### src/inc/tpl_pkg.sv
// Package for the loop control block: register map, fields, reset values.
// Assumes APB with 32-bit data, one register per aligned word.
package tpl_pkg;
	// Byte addresses
	localparam logic [7:0] ADDR_CFG      = 8'h00;
	localparam logic [7:0] ADDR_FRAC     = 8'h04;
	localparam logic [7:0] ADDR_INT      = 8'h08;
	localparam logic [7:0] ADDR_FBMOD    = 8'h0c;
	localparam logic [7:0] ADDR_REFDIV   = 8'h10;
	localparam logic [7:0] ADDR_FILT     = 8'h14;
	localparam logic [7:0] ADDR_CTRL     = 8'h18;
	// Field positions: phase_loop_config, feedback modulator, control
	localparam int CFG_EN_BIT   = 15;
	localparam int KP_LSB       = 9;
	localparam int KI_LSB       = 4;
	localparam int FL_LSB       = 2;
	localparam int DORD_LSB     = 0;
	localparam int FBMOD_EN_BIT = 7;
	localparam int CTRL_RST_BIT = 0;
	localparam int CTRL_SRC_BIT = 1;
	// Reset values
	localparam logic [4:0]  KP_RST     = 5'h0f;
	localparam logic [4:0]  KI_RST     = 5'h04;
	localparam logic [1:0]  FL_RST     = 2'h2;
	localparam logic [1:0]  DORD_RST   = 2'h2;
	localparam logic [15:0] FRAC_RST   = 16'h2800;
	localparam logic [7:0]  INT_RST    = 8'h24;
	localparam logic        FBEN_RST   = 1'b1;
	localparam logic [1:0]  FBORD_RST  = 2'h1;
	localparam logic [2:0]  REFDIV_RST = 3'h1;
	localparam logic        SWRST_RST  = 1'b0;
endpackage

### src/core/tpl_loop_ctrl.sv
// Loop control: APB registers, PI loop filter, DAC and feedback modulators,
// reference pre-divider. Runs on ref_clk_i; pins synchronised.
`timescale 1ns/100ps
`default_nettype none
module tpl_loop_ctrl (
	input  wire logic        ref_clk_i,
	input  wire logic        reset_n_i,
	input  wire logic        psel_i,
	input  wire logic        penable_i,
	input  wire logic        pwrite_i,
	input  wire logic [7:0]  paddr_i,
	input  wire logic [31:0] pwdata_i,
	output logic      [31:0] prdata_o,
	output logic             pready_o,
	output logic             pslverr_o,
	input  wire logic        phase_up_i,
	input  wire logic        phase_down_i,
	input  wire logic        xo_clk_i,
	input  wire logic        ref_in_clk_i,
	output logic             converter_enable_o,
	output logic             dac_bit_o,
	output logic [7:0]       feedback_ratio_o,
	output logic             divided_ref_o
);
	// Configuration registers
	logic        cen_r, cen_nxt;
	logic [4:0]  kp_r, kp_nxt, ki_r, ki_nxt;
	logic [1:0]  fl_r, fl_nxt, dord_r, dord_nxt;
	logic [15:0] frac_r, frac_nxt;
	logic [7:0]  int_r, int_nxt;
	logic        fben_r, fben_nxt;
	logic [1:0]  ford_r, ford_nxt;
	logic [2:0]  rdiv_r, rdiv_nxt;
	logic        swrst_r, swrst_nxt, src_r, src_nxt;
	logic signed [15:0] filt_r;
	logic [31:0] prdata_r, prdata_nxt;
	logic        pready_r, pready_nxt, perr_r, perr_nxt;
	logic        wr, rd, hit;

	// Single wait state: answer one cycle into the access phase
	always_comb begin
		wr = psel_i & penable_i & pwrite_i & ~pready_r;
		rd = psel_i & penable_i & ~pwrite_i & ~pready_r;
		hit = (paddr_i == tpl_pkg::ADDR_CFG) | (paddr_i == tpl_pkg::ADDR_FRAC)
			| (paddr_i == tpl_pkg::ADDR_INT) | (paddr_i == tpl_pkg::ADDR_FBMOD)
			| (paddr_i == tpl_pkg::ADDR_REFDIV) | (paddr_i == tpl_pkg::ADDR_FILT)
			| (paddr_i == tpl_pkg::ADDR_CTRL);
		cen_nxt = cen_r;
		kp_nxt = kp_r;
		ki_nxt = ki_r;
		fl_nxt = fl_r;
		dord_nxt = dord_r;
		frac_nxt = frac_r;
		int_nxt = int_r;
		fben_nxt = fben_r;
		ford_nxt = ford_r;
		rdiv_nxt = rdiv_r;
		swrst_nxt = swrst_r;
		src_nxt = src_r;
		prdata_nxt = prdata_r;
		pready_nxt = psel_i & penable_i & ~pready_r;
		perr_nxt = psel_i & penable_i & ~pready_r & ~hit;
		if (wr) begin
			unique case (paddr_i)
				tpl_pkg::ADDR_CFG: begin
					cen_nxt = pwdata_i[tpl_pkg::CFG_EN_BIT];
					kp_nxt = pwdata_i[tpl_pkg::KP_LSB +: 5];
					ki_nxt = pwdata_i[tpl_pkg::KI_LSB +: 5];
					fl_nxt = pwdata_i[tpl_pkg::FL_LSB +: 2];
					dord_nxt = pwdata_i[tpl_pkg::DORD_LSB +: 2];
				end
				tpl_pkg::ADDR_FRAC: frac_nxt = pwdata_i[15:0];
				tpl_pkg::ADDR_INT: int_nxt = pwdata_i[7:0];
				tpl_pkg::ADDR_FBMOD: begin
					fben_nxt = pwdata_i[tpl_pkg::FBMOD_EN_BIT];
					ford_nxt = pwdata_i[1:0];
				end
				tpl_pkg::ADDR_REFDIV: rdiv_nxt = pwdata_i[2:0];
				tpl_pkg::ADDR_CTRL: begin
					swrst_nxt = pwdata_i[tpl_pkg::CTRL_RST_BIT];
					src_nxt = pwdata_i[tpl_pkg::CTRL_SRC_BIT];
				end
				default: ;
			endcase
		end
		if (rd) begin
			prdata_nxt = 32'h0000_0000;
			unique case (paddr_i)
				tpl_pkg::ADDR_CFG:
					prdata_nxt[15:0] = {cen_r, 1'b0, kp_r, ki_r, fl_r, dord_r};
				tpl_pkg::ADDR_FRAC: prdata_nxt[15:0] = frac_r;
				tpl_pkg::ADDR_INT: prdata_nxt[7:0] = int_r;
				tpl_pkg::ADDR_FBMOD: prdata_nxt[7:0] = {fben_r, 5'h00, ford_r};
				tpl_pkg::ADDR_REFDIV: prdata_nxt[2:0] = rdiv_r;
				tpl_pkg::ADDR_FILT: prdata_nxt[15:0] = filt_r;
				tpl_pkg::ADDR_CTRL: prdata_nxt[1:0] = {src_r, swrst_r};
				default: ;
			endcase
		end
	end

	always_ff @(posedge ref_clk_i or negedge reset_n_i) begin
		if (!reset_n_i) begin
			cen_r <= 1'b0;
			kp_r <= tpl_pkg::KP_RST;
			ki_r <= tpl_pkg::KI_RST;
			fl_r <= tpl_pkg::FL_RST;
			dord_r <= tpl_pkg::DORD_RST;
			frac_r <= tpl_pkg::FRAC_RST;
			int_r <= tpl_pkg::INT_RST;
			fben_r <= tpl_pkg::FBEN_RST;
			ford_r <= tpl_pkg::FBORD_RST;
			rdiv_r <= tpl_pkg::REFDIV_RST;
			swrst_r <= tpl_pkg::SWRST_RST;
			src_r <= 1'b0;
			prdata_r <= 32'h0000_0000;
			pready_r <= 1'b0;
			perr_r <= 1'b0;
		end else begin
			cen_r <= cen_nxt;
			kp_r <= kp_nxt;
			ki_r <= ki_nxt;
			fl_r <= fl_nxt;
			dord_r <= dord_nxt;
			frac_r <= frac_nxt;
			int_r <= int_nxt;
			fben_r <= fben_nxt;
			ford_r <= ford_nxt;
			rdiv_r <= rdiv_nxt;
			swrst_r <= swrst_nxt;
			src_r <= src_nxt;
			prdata_r <= prdata_nxt;
			pready_r <= pready_nxt;
			perr_r <= perr_nxt;
		end
	end

	// Pin synchronisers, three stages; change taken when stages 2 and 3 agree
	logic [3:0] s1_r, s2_r, s3_r, sv_r, s_nxt;
	logic [3:0] pins;
	assign pins = {ref_in_clk_i, xo_clk_i, phase_down_i, phase_up_i};
	always_comb begin
		for (int i = 0; i < 4; i++) begin
			s_nxt[i] = (s2_r[i] == s3_r[i]) ? s3_r[i] : sv_r[i];
		end
	end
	always_ff @(posedge ref_clk_i or negedge reset_n_i) begin
		if (!reset_n_i) begin
			s1_r <= 4'h0;
			s2_r <= 4'h0;
			s3_r <= 4'h0;
			sv_r <= 4'h0;
		end else begin
			s1_r <= pins;
			s2_r <= s1_r;
			s3_r <= s2_r;
			sv_r <= s_nxt;
		end
	end

	// PI loop filter
	logic signed [15:0] filt_nxt, integ_r, integ_nxt;
	logic signed [1:0]  err;
	logic        railed_r, railed_nxt;
	logic [5:0]  ki_eff;
	logic [2:0]  prev_r, prev_nxt;
	always_comb begin
		// Error is +1, -1 or 0; railed when the error is nonzero, in either direction, three times running
		err = (sv_r[0] & ~sv_r[1]) ? 2'sb01 : ((sv_r[1] & ~sv_r[0]) ? -2'sd1 : 2'sd0);
		prev_nxt = {prev_r[1:0], sv_r[0] ^ sv_r[1]};
		railed_nxt = &prev_r;
		ki_eff = {1'b0, ki_r} + {3'b000, fl_r, 1'b0};
		if (!railed_r) begin
			ki_eff = {1'b0, ki_r};
		end
		// Shifts of 15 and up are clamped to 14 for the 16-bit path
		integ_nxt = integ_r + ((ki_eff > 6'd14) ? 16'(err) <<< 14 : 16'(err) <<< ki_eff);
		filt_nxt = integ_r + ((kp_r > 5'd14) ? 16'(err) <<< 14 : 16'(err) <<< kp_r);
		if (swrst_r) begin
			integ_nxt = 16'sh0000;
			filt_nxt = 16'sh0000;
			prev_nxt = 3'h0;
		end
	end
	always_ff @(posedge ref_clk_i or negedge reset_n_i) begin
		if (!reset_n_i) begin
			integ_r <= 16'sh0000;
			filt_r <= 16'sh0000;
			prev_r <= 3'h0;
			railed_r <= 1'b0;
		end else begin
			integ_r <= integ_nxt;
			filt_r <= filt_nxt;
			prev_r <= prev_nxt;
			railed_r <= railed_nxt;
		end
	end

	// DAC modulator and feedback modulator
	logic [16:0] d1_r, d1_nxt, d2_r, d2_nxt;
	logic        dac_r, dac_nxt;
	logic [16:0] f1_r, f1_nxt, f2_r, f2_nxt, f3_r, f3_nxt;
	logic [7:0]  ratio_r, ratio_nxt;
	logic [1:0]  carry;
	always_comb begin
		d1_nxt = {1'b0, d1_r[15:0]} + {1'b0, filt_r ^ 16'h8000};
		d2_nxt = {1'b0, d2_r[15:0]} + {1'b0, d1_nxt[15:0]};
		unique case (dord_r)
			2'h0: dac_nxt = filt_r[15] == 1'b0;
			2'h1: dac_nxt = d1_nxt[16];
			2'h2: dac_nxt = d2_nxt[16];
			default: dac_nxt = 1'b0;
		endcase
		f1_nxt = {1'b0, f1_r[15:0]} + {1'b0, frac_r};
		f2_nxt = {1'b0, f2_r[15:0]} + {1'b0, f1_nxt[15:0]};
		f3_nxt = {1'b0, f3_r[15:0]} + {1'b0, f2_nxt[15:0]};
		unique case (ford_r)
			2'h0: carry = 2'h0;
			2'h1: carry = {1'b0, f1_nxt[16]};
			2'h2: carry = {1'b0, f2_nxt[16]} + {1'b0, f1_nxt[16]};
			default: carry = {1'b0, f3_nxt[16]} + {1'b0, f2_nxt[16]};
		endcase
		ratio_nxt = fben_r ? int_r + {6'h00, carry} : int_r;
		if (swrst_r) begin
			d1_nxt = 17'h0;
			d2_nxt = 17'h0;
		end
		// Feedback enable only stops the divider modulator, never the DAC path
		if (swrst_r || !fben_r) begin
			f1_nxt = 17'h0;
			f2_nxt = 17'h0;
			f3_nxt = 17'h0;
		end
	end
	always_ff @(posedge ref_clk_i or negedge reset_n_i) begin
		if (!reset_n_i) begin
			d1_r <= 17'h0;
			d2_r <= 17'h0;
			dac_r <= 1'b0;
			f1_r <= 17'h0;
			f2_r <= 17'h0;
			f3_r <= 17'h0;
			ratio_r <= tpl_pkg::INT_RST;
		end else begin
			d1_r <= d1_nxt;
			d2_r <= d2_nxt;
			dac_r <= dac_nxt;
			f1_r <= f1_nxt;
			f2_r <= f2_nxt;
			f3_r <= f3_nxt;
			ratio_r <= ratio_nxt;
		end
	end

	// Reference pre-divider on the synchronised source level
	logic       srcv, srcp_r, srcp_nxt, dref_r, dref_nxt;
	logic [3:0] rcnt_r, rcnt_nxt;
	always_comb begin
		srcv = src_r ? sv_r[3] : sv_r[2];
		srcp_nxt = srcv;
		rcnt_nxt = rcnt_r;
		dref_nxt = dref_r;
		if (rdiv_r == 3'h0) begin
			dref_nxt = srcv;
		end else if (srcv & ~srcp_r) begin
			rcnt_nxt = rcnt_r + 4'h1;
			unique case (rdiv_r)
				3'h1: dref_nxt = rcnt_r[0];
				3'h2: dref_nxt = rcnt_r[1];
				3'h3: dref_nxt = rcnt_r[2];
				default: dref_nxt = rcnt_r[3];
			endcase
		end
		if (swrst_r) begin
			rcnt_nxt = 4'h0;
		end
	end
	always_ff @(posedge ref_clk_i or negedge reset_n_i) begin
		if (!reset_n_i) begin
			srcp_r <= 1'b0;
			rcnt_r <= 4'h0;
			dref_r <= 1'b0;
		end else begin
			srcp_r <= srcp_nxt;
			rcnt_r <= rcnt_nxt;
			dref_r <= dref_nxt;
		end
	end

	assign prdata_o = prdata_r;
	assign pready_o = pready_r;
	assign pslverr_o = perr_r;
	assign converter_enable_o = cen_r;
	assign dac_bit_o = dac_r;
	assign feedback_ratio_o = ratio_r;
	assign divided_ref_o = dref_r;
endmodule
`default_nettype wire

### config.mk
export PLATFORM = sky130hd
export DESIGN_NAME = tpl_loop_ctrl
export DESIGN_NICKNAME = d
export VERILOG_FILES = /design/src/inc/tpl_pkg.sv /design/src/core/tpl_loop_ctrl.sv
export SDC_FILE = /design/constraint.sdc
export NUM_CORES = 1
export LEC_CHECK = 0
export BUFFER_PORTS_ARGS = -buffer_cell sky130_fd_sc_hd__clkbuf_2
export CAP_MARGIN = 20
export CORE_AREA = 2 2 168 170
export CTS_CLUSTER_DIAMETER = 100
export CTS_CLUSTER_SIZE = 25
export DETAILED_ROUTE_END_ITERATION = 10
export DIE_AREA = 0 0 170 172
export PLACE_DENSITY = 0.73
export SYNTH_ARGS = -nofsm -noshare
export SYNTH_HDL_FRONTEND = slang
export SYNTH_SLANG_ARGS = --single-unit
export TNS_END_PERCENT = 50
### constraint.sdc
create_clock -name ref_clk_i -period 7.03 [get_ports ref_clk_i]
set_clock_uncertainty 0.15 [all_clocks]
set_input_delay 1.406 -clock ref_clk_i [delete_from_list [all_inputs] [get_ports ref_clk_i]]
set_output_delay 1.406 -clock ref_clk_i [all_outputs]
set_load 0.01 [all_outputs]
After elaboration in Yosys (flattened, before gate mapping). Cells that the tools add are included.

Word-level logic and storage cells: 137. Register bits after elaboration: 212.

Shift operators: 2. Bitwise gates (word level): 24. Add/subtract/negate cells: 12. Eq/ne operators: 18. Order comparisons: 2. Reductions and logical operators: 16. Muxes and demuxes: 27.

Operators with widths (number): 2-to-1 mux 16 bit (9); adder 16 x 16 -> 17 bit (5); adder 16 bit (2); case mux 5 bit (5 select lines) (1); == test 8 x 5 -> 1 bit, second input constant (3); case mux 8 bit (3 select lines) (1); == test 8 x 4 -> 1 bit, second input constant (2); <<< shifter 2 x 5 -> 16 bit (1); <<< shifter 2 x 6 -> 16 bit (1); case mux 2 bit (7 select lines) (1); AND reduction 2 bit (7); 2-to-1 mux 4 bit (3); bitwise AND 1 bit (10); adder 8 x 2 -> 8 bit (1); == test 8 x 3 -> 1 bit, second input constant (1); zero test 8 bit (1); 2-to-1 mux 8 bit (1); NOT 1 bit (7); adder 5 x 3 -> 6 bit (1); == test 3 x 2 -> 1 bit, second input constant (2); greater-than comparator 6 x 4 -> 1 bit, second input constant (1); 2-to-1 mux 6 bit (1); OR 1 bit (6); case mux 1 bit (3 select lines) (2); 20 further kinds (31).

Depth between registers and ports, before layout. Gate-level depths: netlist of the first run.

Depth in word-level cells: 9. Depth in mapped cells: 30. Mapped depth without buffers: 30.

Worst setup path after synthesis of the first run. Ideal clock, no wire load.

Kind: register to register. From: reg frac_r[1]. To: reg ratio_r[6], in the netlist feedback_ratio_o[6]. Clock period less this slack: 5.762 ns. Arrival: 5.489 ns. Slack: 1.268 ns. Required time: 6.757 ns. Stages on the path, launching flop included: 29. Library setup time: 0.123 ns. Cell sequence: dfrtp_1 > ha_1 > a211o_1 > a2111oi_4 > nor2_1 > o21ai_0 > nand2b_1 > a211oi_1 > nor2_1 > ha_1 > and3_1 > nand2_1 > nor4b_1 > nor4_1 > a31oi_1 > nand3_1 > ha_1 > a21o_1 > a221oi_1 > a211oi_1 > ha_1 > nand2_1 > o21ai_0 > ha_1 > inv_1 > fa_1 > nor2_1 > nand4_1 > xnor2_1.

Word-level cells in the longest chain between the ends: 7. Elaborated cells between the ends (all ways): 8. Classes of those cells: 6 x add/sub; 2 x mux.

RTL lines: from (decl) (RTL line tpl_loop_ctrl.sv:29) `logic [15:0] frac_r, frac_nxt;`; from (signal assigned) (RTL line tpl_loop_ctrl.sv:109) `frac_r <= tpl_pkg::FRAC_RST;`; from (signal assigned) (RTL line tpl_loop_ctrl.sv:125) `frac_r <= frac_nxt;`; adder 16 x 16 -> 17 bit * (RTL line tpl_loop_ctrl.sv:214) `f1_nxt = {1'b0, f1_r[15:0]} + {1'b0, frac_r};`; adder 16 x 16 -> 17 bit (RTL line tpl_loop_ctrl.sv:215) `f2_nxt = {1'b0, f2_r[15:0]} + {1'b0, f1_nxt[15:0]};`; adder 16 x 16 -> 17 bit (RTL line tpl_loop_ctrl.sv:216) `f3_nxt = {1'b0, f3_r[15:0]} + {1'b0, f2_nxt[15:0]};`; adder 1 x 1 -> 2 bit (RTL line tpl_loop_ctrl.sv:221) `default: carry = {1'b0, f3_nxt[16]} + {1'b0, f2_nxt[16]};`; case mux 2 bit (3 select lines) * (RTL line tpl_loop_ctrl.sv:217) `unique case (ford_r)`; adder 8 x 2 -> 8 bit * (RTL line tpl_loop_ctrl.sv:223) `ratio_nxt = fben_r ? int_r + {6'h00, carry} : int_r;`; 2-to-1 mux 8 bit * (RTL line tpl_loop_ctrl.sv:223); via ratio_nxt[6] (RTL line tpl_loop_ctrl.sv:203) `logic [7:0] ratio_r, ratio_nxt;`; to (signal assigned) (RTL line tpl_loop_ctrl.sv:243) `ratio_r <= tpl_pkg::INT_RST;`; to (signal assigned) (RTL line tpl_loop_ctrl.sv:251) `ratio_r <= ratio_nxt;`; to (decl) (RTL line tpl_loop_ctrl.sv:203).

Mark *: on every way through the listed nets, which the timed path passes. The rest lies on a longest branch. A chain may end at the register's enable or synchronous reset.

Worst setup path after layout of the first run. Ends and elaborated chain as after synthesis.

==> results of run 1 <==
## routing by layer
| metal | wire length, µm | share of wire, % | vias up | global-route usage [%] |
|---|---|---|---|---|
| met3 | 1160 | 3.8 | 36 | 2.61 |
| met5 | 0 | 0 | - | 0 |
| met4 | 662 | 2.2 | 0 | 5.28 |
| met2 | 14000 | 47 | 213 | 35.6 |
| met1 | 14200 | 47 | 4917 | 28.5 |
| li1 | - | - | 4928 | - |
## path summary, 6_finish.rpt
kind	startpoint	end	slack [ns]	cells past startpoint
max	frac_r[1]	feedback_ratio_o[6]	0.48	28
min	s1_r[1]	s2_r[1]	0.21	0
max reg2reg	frac_r[1]	feedback_ratio_o[6]	0.48	28
min reg2reg	s1_r[1]	s2_r[1]	0.21	0
max in group asynchronous	reset_n_i	swrst_r	4.55	2
min in group asynchronous	reset_n_i	d2_r[3]	0.73	1
## cell type report
type	count	share of cell area, %
Tap cell	346	3.03
Clock inverter	2	0.0962
Timing Repair Buffer	67	2.52
Multi-Input combinational cell	1063	53.8
Inverter	32	0.840
Clock buffer	18	2.48
Sequential cell	212	37.2
## metrics by stage
| stage | hold WS (ns) | cell area (µm²) |
|---|---|---|
| finish | 0.205 | 14300 |
| global route | 0.216 | 14300 |
| CTS | 0.208 | 14300 |
| detailed placement | 0.186 | 13900 |
| global placement | 0.181 | 13900 |
| floorplan | 0.181 | 13400 |
## repair_timing
item / in CTS / in global routing
setup endpoints to repair: 0 / 5
resized for setup: 0 / 5
endpoints found under the hold margin: 0 / 0
## registers in the layout (all words and copies together), names as in the netlist, 3 cells and up
name	cells
s2_r	4
d1_r	16
s1_r	4
ki_r	5
s3_r	4
feedback_ratio_o	8
int_r	8
f2_r	16
filt_r	16
f3_r	16
prev_r	3
d2_r	16
rdiv_r	3
integ_r	16
prdata_o	16
sv_r	4
rcnt_r	4
f1_r	16
kp_r	5
frac_r	16
## synthesized netlist by cell type (11+ instances only)
cell type	instances	area, µm²
sky130_fd_sc_hd__and2_1	29	181
sky130_fd_sc_hd__nor3_1	40	200
sky130_fd_sc_hd__nand2b_1	22	138
sky130_fd_sc_hd__and3_1	11	68.8
sky130_fd_sc_hd__o21a_1	22	165
sky130_fd_sc_hd__mux2i_1	18	180
sky130_fd_sc_hd__nand3_1	18	90.1
sky130_fd_sc_hd__dfstp_2	16	420
sky130_fd_sc_hd__nand2_1	78	293
sky130_fd_sc_hd__xor2_1	34	298
sky130_fd_sc_hd__a31oi_1	14	87.6
sky130_fd_sc_hd__buf_4	16	120
sky130_fd_sc_hd__xnor2_1	41	359
sky130_fd_sc_hd__nor2b_1	40	250
sky130_fd_sc_hd__nor2_1	142	533
sky130_fd_sc_hd__a21oi_1	71	355
sky130_fd_sc_hd__dfrtp_1	196	4900
sky130_fd_sc_hd__clkbuf_1	34	128
sky130_fd_sc_hd__o21ai_0	70	350
sky130_fd_sc_hd__nand4_1	13	81.3
sky130_fd_sc_hd__a21o_1	38	285
sky130_fd_sc_hd__a221oi_1	14	123
sky130_fd_sc_hd__inv_1	32	120
sky130_fd_sc_hd__mux2_2	60	676
sky130_fd_sc_hd__a211oi_1	23	173
sky130_fd_sc_hd__ha_1	119	1490
## power by group through the flow
| stage | clock [µW] | combinational, µW | sequential (µW) |
|---|---|---|---|
| after floorplan | 0 | 2850 | 1620 |
| after global placement | 0 | 3380 | 1690 |
| after detailed placement | 0 | 3520 | 1700 |
| after CTS | 788 | 3540 | 1680 |
| after global routing | 837 | 4020 | 1700 |
| final | 767 | 3540 | 1670 |
## cell families after synthesis
family / after synthesis / synth area share (%)
compound gates: 328 / 16.8
xor+xnor: 75 / 4.93
fa+ha+maj: 132 / 12.8
buf+inv: 91 / 3.04
flops: 212 / 39.9
mux: 79 / 6.59
other cells: 1 / 0.0281
simple gates: 433 / 15.9
## worst max-delay path, delay by kind of cell (launching register included)
| kind | cells | cell delay [ns] |
|---|---|---|
| AO/OA/AOI/OAI | 9 | 2.11 |
| adder cells (fa/ha/maj) | 6 | 2.03 |
| AND/OR/NAND/NOR | 11 | 1.53 |
| flip-flops | 1 | 0.43 |
| XOR/XNOR | 1 | 0.14 |
| buffers and inverters | 1 | 0.06 |
## cell usage in the layout (no fill, tap or decap), drive strengths merged, types with 6 or more instances in the layout
cell	n
a21oi	71
or3	9
a221oi	14
o21bai	9
nor2	142
nor3b	7
o21a	22
nor2b	40
a31oi	15
mux2	60
clkbuf	78
xor2	34
or2	7
nand2	78
o31a	7
o21ai	71
nor4	6
conb	16
dfstp	16
ha	119
nand2b	22
nand3	18
xnor2	41
nand4	13
a211o	7
and2	29
mux2i	18
a21o	38
and3	11
fa	9
a211oi	23
buf	7
dfrtp	196
nor3	40
inv	33
==> reports/results.txt, run 1 <==
The run finished with clean final reports. The clock drives 212 sinks. For this run, the number of Yosys warnings is 0.

After global routing the overflow that remains totals 0. The synthesized netlist occupies a cell area of 0.0133 mm². Data on the critical path is required at its endpoint by 7.25 ns.

Share of flip-flops with an asynchronous set or reset after synthesis: 100%. Before CTS, the worst setup slack after placement is 0.293 ns. The run gives 22,200 µm as the half-perimeter wire length of the detailed placement result. The logs give 9,757 for the via count of the first global-routing pass and 1,740 for the post-route non-filler standard cell count. Final total power: 5980 µW.

For the final wirelength, the log shows 30,100 µm. Final critical-path share of the clock period: 93.2%. The logs give 0 for the count of max-cap constraint violations and 0.0292 mm² for the total die area. CTS placed an instance of sky130_fd_sc_hd__clkbuf_16 at the clock tree root. 94 I/O pins were placed. The reported leakage power is 0.00697 µW, and the starting density of the core is 48.5%. Once detail routing completed, the nets flagged for antenna violations numbered 0. Post-CTS setup buffer count: 0. The slowest stage of the critical path is the sky130_fd_sc_hd__dfrtp_1 cell. The mean number of vias per cell came out at 5.80. Summing all multi-input logic gate instances after layout gives 0.00769 mm².

For the largest buffer count on any clock path, the log shows 3. Global routing consumed, over all layers together, 20.9% of the routing resources. Transition at the pin with the smallest max-transition slack: 0.924 ns. The tools report the kind of end point of the critical path as a register.

The synthesized design contains 212 register bits. The routed layout has 10,100 vias. The number of hold buffers added after CTS was 0. The final setup violation count was 0. The logs give 0 for the number of antenna violations at the first check in global routing and 0.847 for the weighted congestion reported at the end of routability-driven placement. Of the total power, registers draw 28.0%. The chip height was 172 µm. In the final routed layout, each cell accounts on average for 17.3 µm. Buffers placed on the I/O ports in this run total 61. The worst setup path category is reg2reg.

Final core area utilization: 52.0%. For the minimum setup slack in the final design, the log shows 0.482 ns. Yosys mapped a number of flops with a built-in enable equal to 0. Of all nets on the critical path, the largest fanout is 5. In the routed design, unresolved DRC markers number 0.

Library cell appearing most often on the critical path: sky130_fd_sc_hd__ha_1. The number of filler cells placed in the layout was 2,414. The nature of the critical path startpoint was a register. The logs give 1 for the H-tree level count and 12.8% for the power share of the clock group.

The sequential cell area was 0.00533 mm²; the power per unit of standard cell area was 418 mW/mm². The tools report the accumulated negative setup slack as 0 ns. Clock latency on the worst-skew pair, taken at its later pin, is 0.49 ns. The first global-routing pass estimated 49,300 µm of wire. Counting every instance in the synthesized netlist gives 1,351. The min-delay analysis places its worst path in the category reg2reg. The net count of the finished layout was 1,565; the synthesized area per cell was 9.87 µm². The share of synthesized area occupied by flip-flops and latches was 39.9%; the shortest period the worst path allows was 6.55 ns. Of the cells placed in the final design, the portion with a size suffix greater than 1 is 13.1%. After clock tree synthesis, the clock-pin slew on the worst setup and hold paths is 0.10 ns.

Entering global routing, the biggest net connects 81 pins. Combinational logic burns 59.2% of the power. The switching power as a share of total power is 42.5%.

TritonCTS built the clock tree. Measured against its own limit, the worst slew margin works out to 38.4%. In the synthesized netlist the dominant register cell turns out to be sky130_fd_sc_hd__dfrtp_1. On the worst path, the slowest cell contributes a delay of 0.43 ns.

The analysis attributes to net switching a power of 2540 µW. The highest ir drop seen on vdd was 310 µV; the die outline width was 170 µm. The final count of pins violating max slew is 0, and the maximum clock frequency is 0.153 GHz.

In this run, the number of DRC markers left after iteration 0 of detailed routing was 650. The count of different cell masters after synthesis came out at 76. Cell internal power was estimated by the tool at 3440 µW. The first detailed-routing pass ran for 5 iterations. The hold violation count in the final report came out at 0.

The tools report the arrival time of the worst setup path as 6.77 ns. In this run the standard cell core region covers 0.0275 mm². The logs give 61 for the floorplan row count and 12 for the total clock buffers created by CTS. The final antenna diode count is 0. Compared with the post-synthesis result, the final layout area differs by 7.24%. After detailed placement, the design holds a cell count of 1,720.
Power figures use the tool's default switching activity.
==> inputs of run 2 (changes only) <==
Settings changed: RECOVER_POWER set to 100.
==> reports/results.txt, run 2 (same netlist as run 1, synthesis figures left out) <==
The global-route met3 utilization came out at 2.61% (unchanged). The global routing met2 resource utilization is 35.6% (unchanged). The run gives 1,565 (unchanged) as the net count of the finished layout.

The worst setup slack before clock tree synthesis came out at 0.293 ns (unchanged). The logs give 0.49 ns (about the same) for the clock latency at the later pin of the worst-skew pair and 0.0292 mm² (unchanged) for the total die area. The number of antenna violations at the first check in global routing is 0 (unchanged), and the transition at the pin with the smallest max-transition slack is 4.24 ns (+3.31 ns). All-layer global routing usage: 20.9% (unchanged).

The startpoint of the lowest-slack register-to-register path was frac_r[1]. met2 is the most crowded layer. The worst register-to-register path ends at feedback_ratio_o[6]. The register-to-register setup slack is 0.47 ns (about the same), and the clock slew at the register clock pins of the worst setup and hold paths is 0.10 ns (about the same). The via count of the first global-routing pass is 9,757 (unchanged). The number of vias in the routed layout was 10,100 (-0.36%); the met1 demand-to-capacity share in global routing was 28.5% (unchanged). Power per unit of standard cell area: 419 mW/mm² (+0.29%). The reported leakage power was 0.00683 µW (-2.0%); the worst slew margin relative to its limit was -182% (-220 points). The chip height is 172 µm (unchanged). The tools report the count of routing violations after the opening detailed-route iteration as 636 (-2.2%). Leaving out fill and tap cells, the most frequent cells in the layout are sky130_fd_sc_hd__dfrtp_1, sky130_fd_sc_hd__nor2_1, sky130_fd_sc_hd__ha_1. TritonCTS built the clock tree. The shortest period the worst path allows is 6.56 ns (+0.00989 ns). The die outline width is 170 µm (unchanged), and the final count of pins violating max slew is 226 (+226).

The tools report the required time at the endpoint of the critical path as 7.25 ns (about the same). For the core area, the log shows 0.0275 mm² (unchanged). The logs give 0 (unchanged) for the final antenna diode count and 94 (unchanged) for the top-level I/O count. The number of clock sinks came out at 212 (unchanged). Path type of the worst min-delay path: reg2reg.

The final critical-path share of the clock period is 93.3% (+0.14 points), and the first-pass GRT wire length is 49,300 µm (unchanged). The logic depth of the worst register-to-register path came out at 28 (unchanged). Largest buffer count on any clock path: 3 (unchanged).

The run finished, with violations left. The cell sitting at the root of the clock tree is a sky130_fd_sc_hd__clkbuf_16. The minimum setup slack in the final design was 0.472 ns (-0.00989 ns); the hold violation count in the final report was 0 (unchanged). Number of filler cells placed in the layout: 2,444 (+1.2%).

Leaving out fill and tap cells, the most frequent cell in the layout is sky130_fd_sc_hd__dfrtp_1. Among the stages of the critical path, the cell type that occurs most often is sky130_fd_sc_hd__ha_1. The run gives 0.152 GHz (-0.15%) as the maximum clock frequency. The highest ir drop seen on vdd is 311 µV (+0.22%), and the residual DRC count is 0 (unchanged). The largest fanout on the critical path is 5 (unchanged), and the maximum single-stage delay on the critical path is 0.43 ns (about the same). The run gives 1 (unchanged) as the H-tree level count. The half-perimeter wire length of the detailed placement result was 22,200 µm (unchanged). STA classifies the critical path endpoint as a register. The checks that failed: max-capacitance violations, max-slew violations.

For the total clock buffers created by CTS, the log shows 12 (unchanged). Critical path capture point: feedback_ratio_o[6]. The final hold slack came out at 0.205 ns (-0.000370 ns). Sequential cell area: 0.00533 mm² (unchanged). From synthesis to final layout, the design area changed by 6.67%. The total congestion overflow is 0 (unchanged), and the starting density of the core is 48.5% (unchanged).

First-pass iteration count of the detailed router: 5 (unchanged). The critical path is of the reg2reg type. The post-detailed-route count of antenna-violating nets was 0 (unchanged); the area of the multi-input gates was 0.00768 mm² (-0.18%). The arrival time of the worst setup path is 6.78 ns (about the same), and the average wire length per cell after detail routing is 17.3 µm (about the same). The tools report the critical path startpoint as frac_r[1]. The logs give 30,100 µm (about the same) for the final wirelength and 0 (unchanged) for the final setup violation count. The count of port buffers added during placement came out at 61 (unchanged). The pin count of the biggest net entering global routing came out at 81 (unchanged). The nature of the critical path startpoint was a register. The tools report the weighted congestion reported at the end of routability-driven placement as 0.847 (unchanged). The floorplan row count is 61 (unchanged). For this design, the slowest cell found on the critical path is sky130_fd_sc_hd__dfrtp_1.

The mean number of vias per cell is 5.78 (-0.36%), and the proportion of layout cells with a drive suffix above 1 is 10.5% (-2.7 points). The count of max-cap constraint violations was 3 (+3).
==> run 2: cell count changes in the layout (fill, tap and decap cells not counted), moves of 4 or more <==
| cell | delta |
|---|---|
| sky130_fd_sc_hd__and2_0 | +14 |
| sky130_fd_sc_hd__and2_1 | -14 |
| sky130_fd_sc_hd__buf_4 | -4 |
| sky130_fd_sc_hd__clkbuf_1 | +34 |
| sky130_fd_sc_hd__clkbuf_2 | -29 |
==> run 2: worst min-delay path by stage <==
stage	from	endpoint	slack (ns)	depth (start not counted)
after detailed placement	s1_r[0]	s2_r[0]	0.19	0
after global placement	s1_r[2]	s2_r[2]	0.18	0
after floorplan	s1_r[0]	s2_r[0]	0.18	0
after CTS	s1_r[0]	s2_r[0]	0.21	0
after global routing	s1_r[0]	s2_r[0]	0.22	0
final	s1_r[1]	s2_r[1]	0.20	0
==> run 2: metrics by stage <==
| step | instances | power (µW) | setup TNS (ns) | area (µm²) | utilization, % |
|---|---|---|---|---|---|
| after global placement | 1720 | 5080 | 0 | 13900 | 50.6 |
| after detailed placement | 1720 | 5220 | 0 | 13900 | 50.6 |
| final | 1740 | 5960 | 0 | 14200 | 51.8 |
| after floorplan | 1366 | 4470 | 0 | 13400 | - |
| after CTS | 1740 | 6010 | 0 | 14300 | 52.0 |
| after global routing | 1740 | 6530 | -0.00380 | 14200 | 51.8 |
==> run 2: layout make-up <==
class	count	share of cell area, %
multi-input cells	1063	54.0
inverters	32	0.844
repair buffers	67	2.09
clock inverters	2	0.0968
well taps	346	3.04
flip-flops and latches	212	37.4
clock buffers	18	2.49
==> run 2: power by group <==
group / switching, µW / total [µW] / internal [µW]
logic: 1960 / 3520 / 1550
registers: 162 / 1680 / 1520
clock network: 411 / 768 / 357
total: 2540 / 5960 / 3430
==> run 2: metal layers <==
metal / vias to the layer above / wire length [µm]
li1: 4927 / -
met1: 4884 / 14100
met2: 211 / 14100
met3: 36 / 1250
met4: 0 / 636
met5: - / 0
==> run 2: what timing repair did <==
item,CTS,global route
setup buffers,0,0
hold buffers,0,0
resized for setup,0,5
endpoints found under the setup margin,0,5
==> run 2: critical path: cells and delay by family (launching register included) <==
| family | cells | cell delay, ns |
|---|---|---|
| compound gates | 9 | 2.10 |
| fa+ha+maj | 6 | 2.03 |
| simple gates | 11 | 1.53 |
| flops | 1 | 0.43 |
| xor+xnor | 1 | 0.14 |
| buf+inv | 1 | 0.06 |
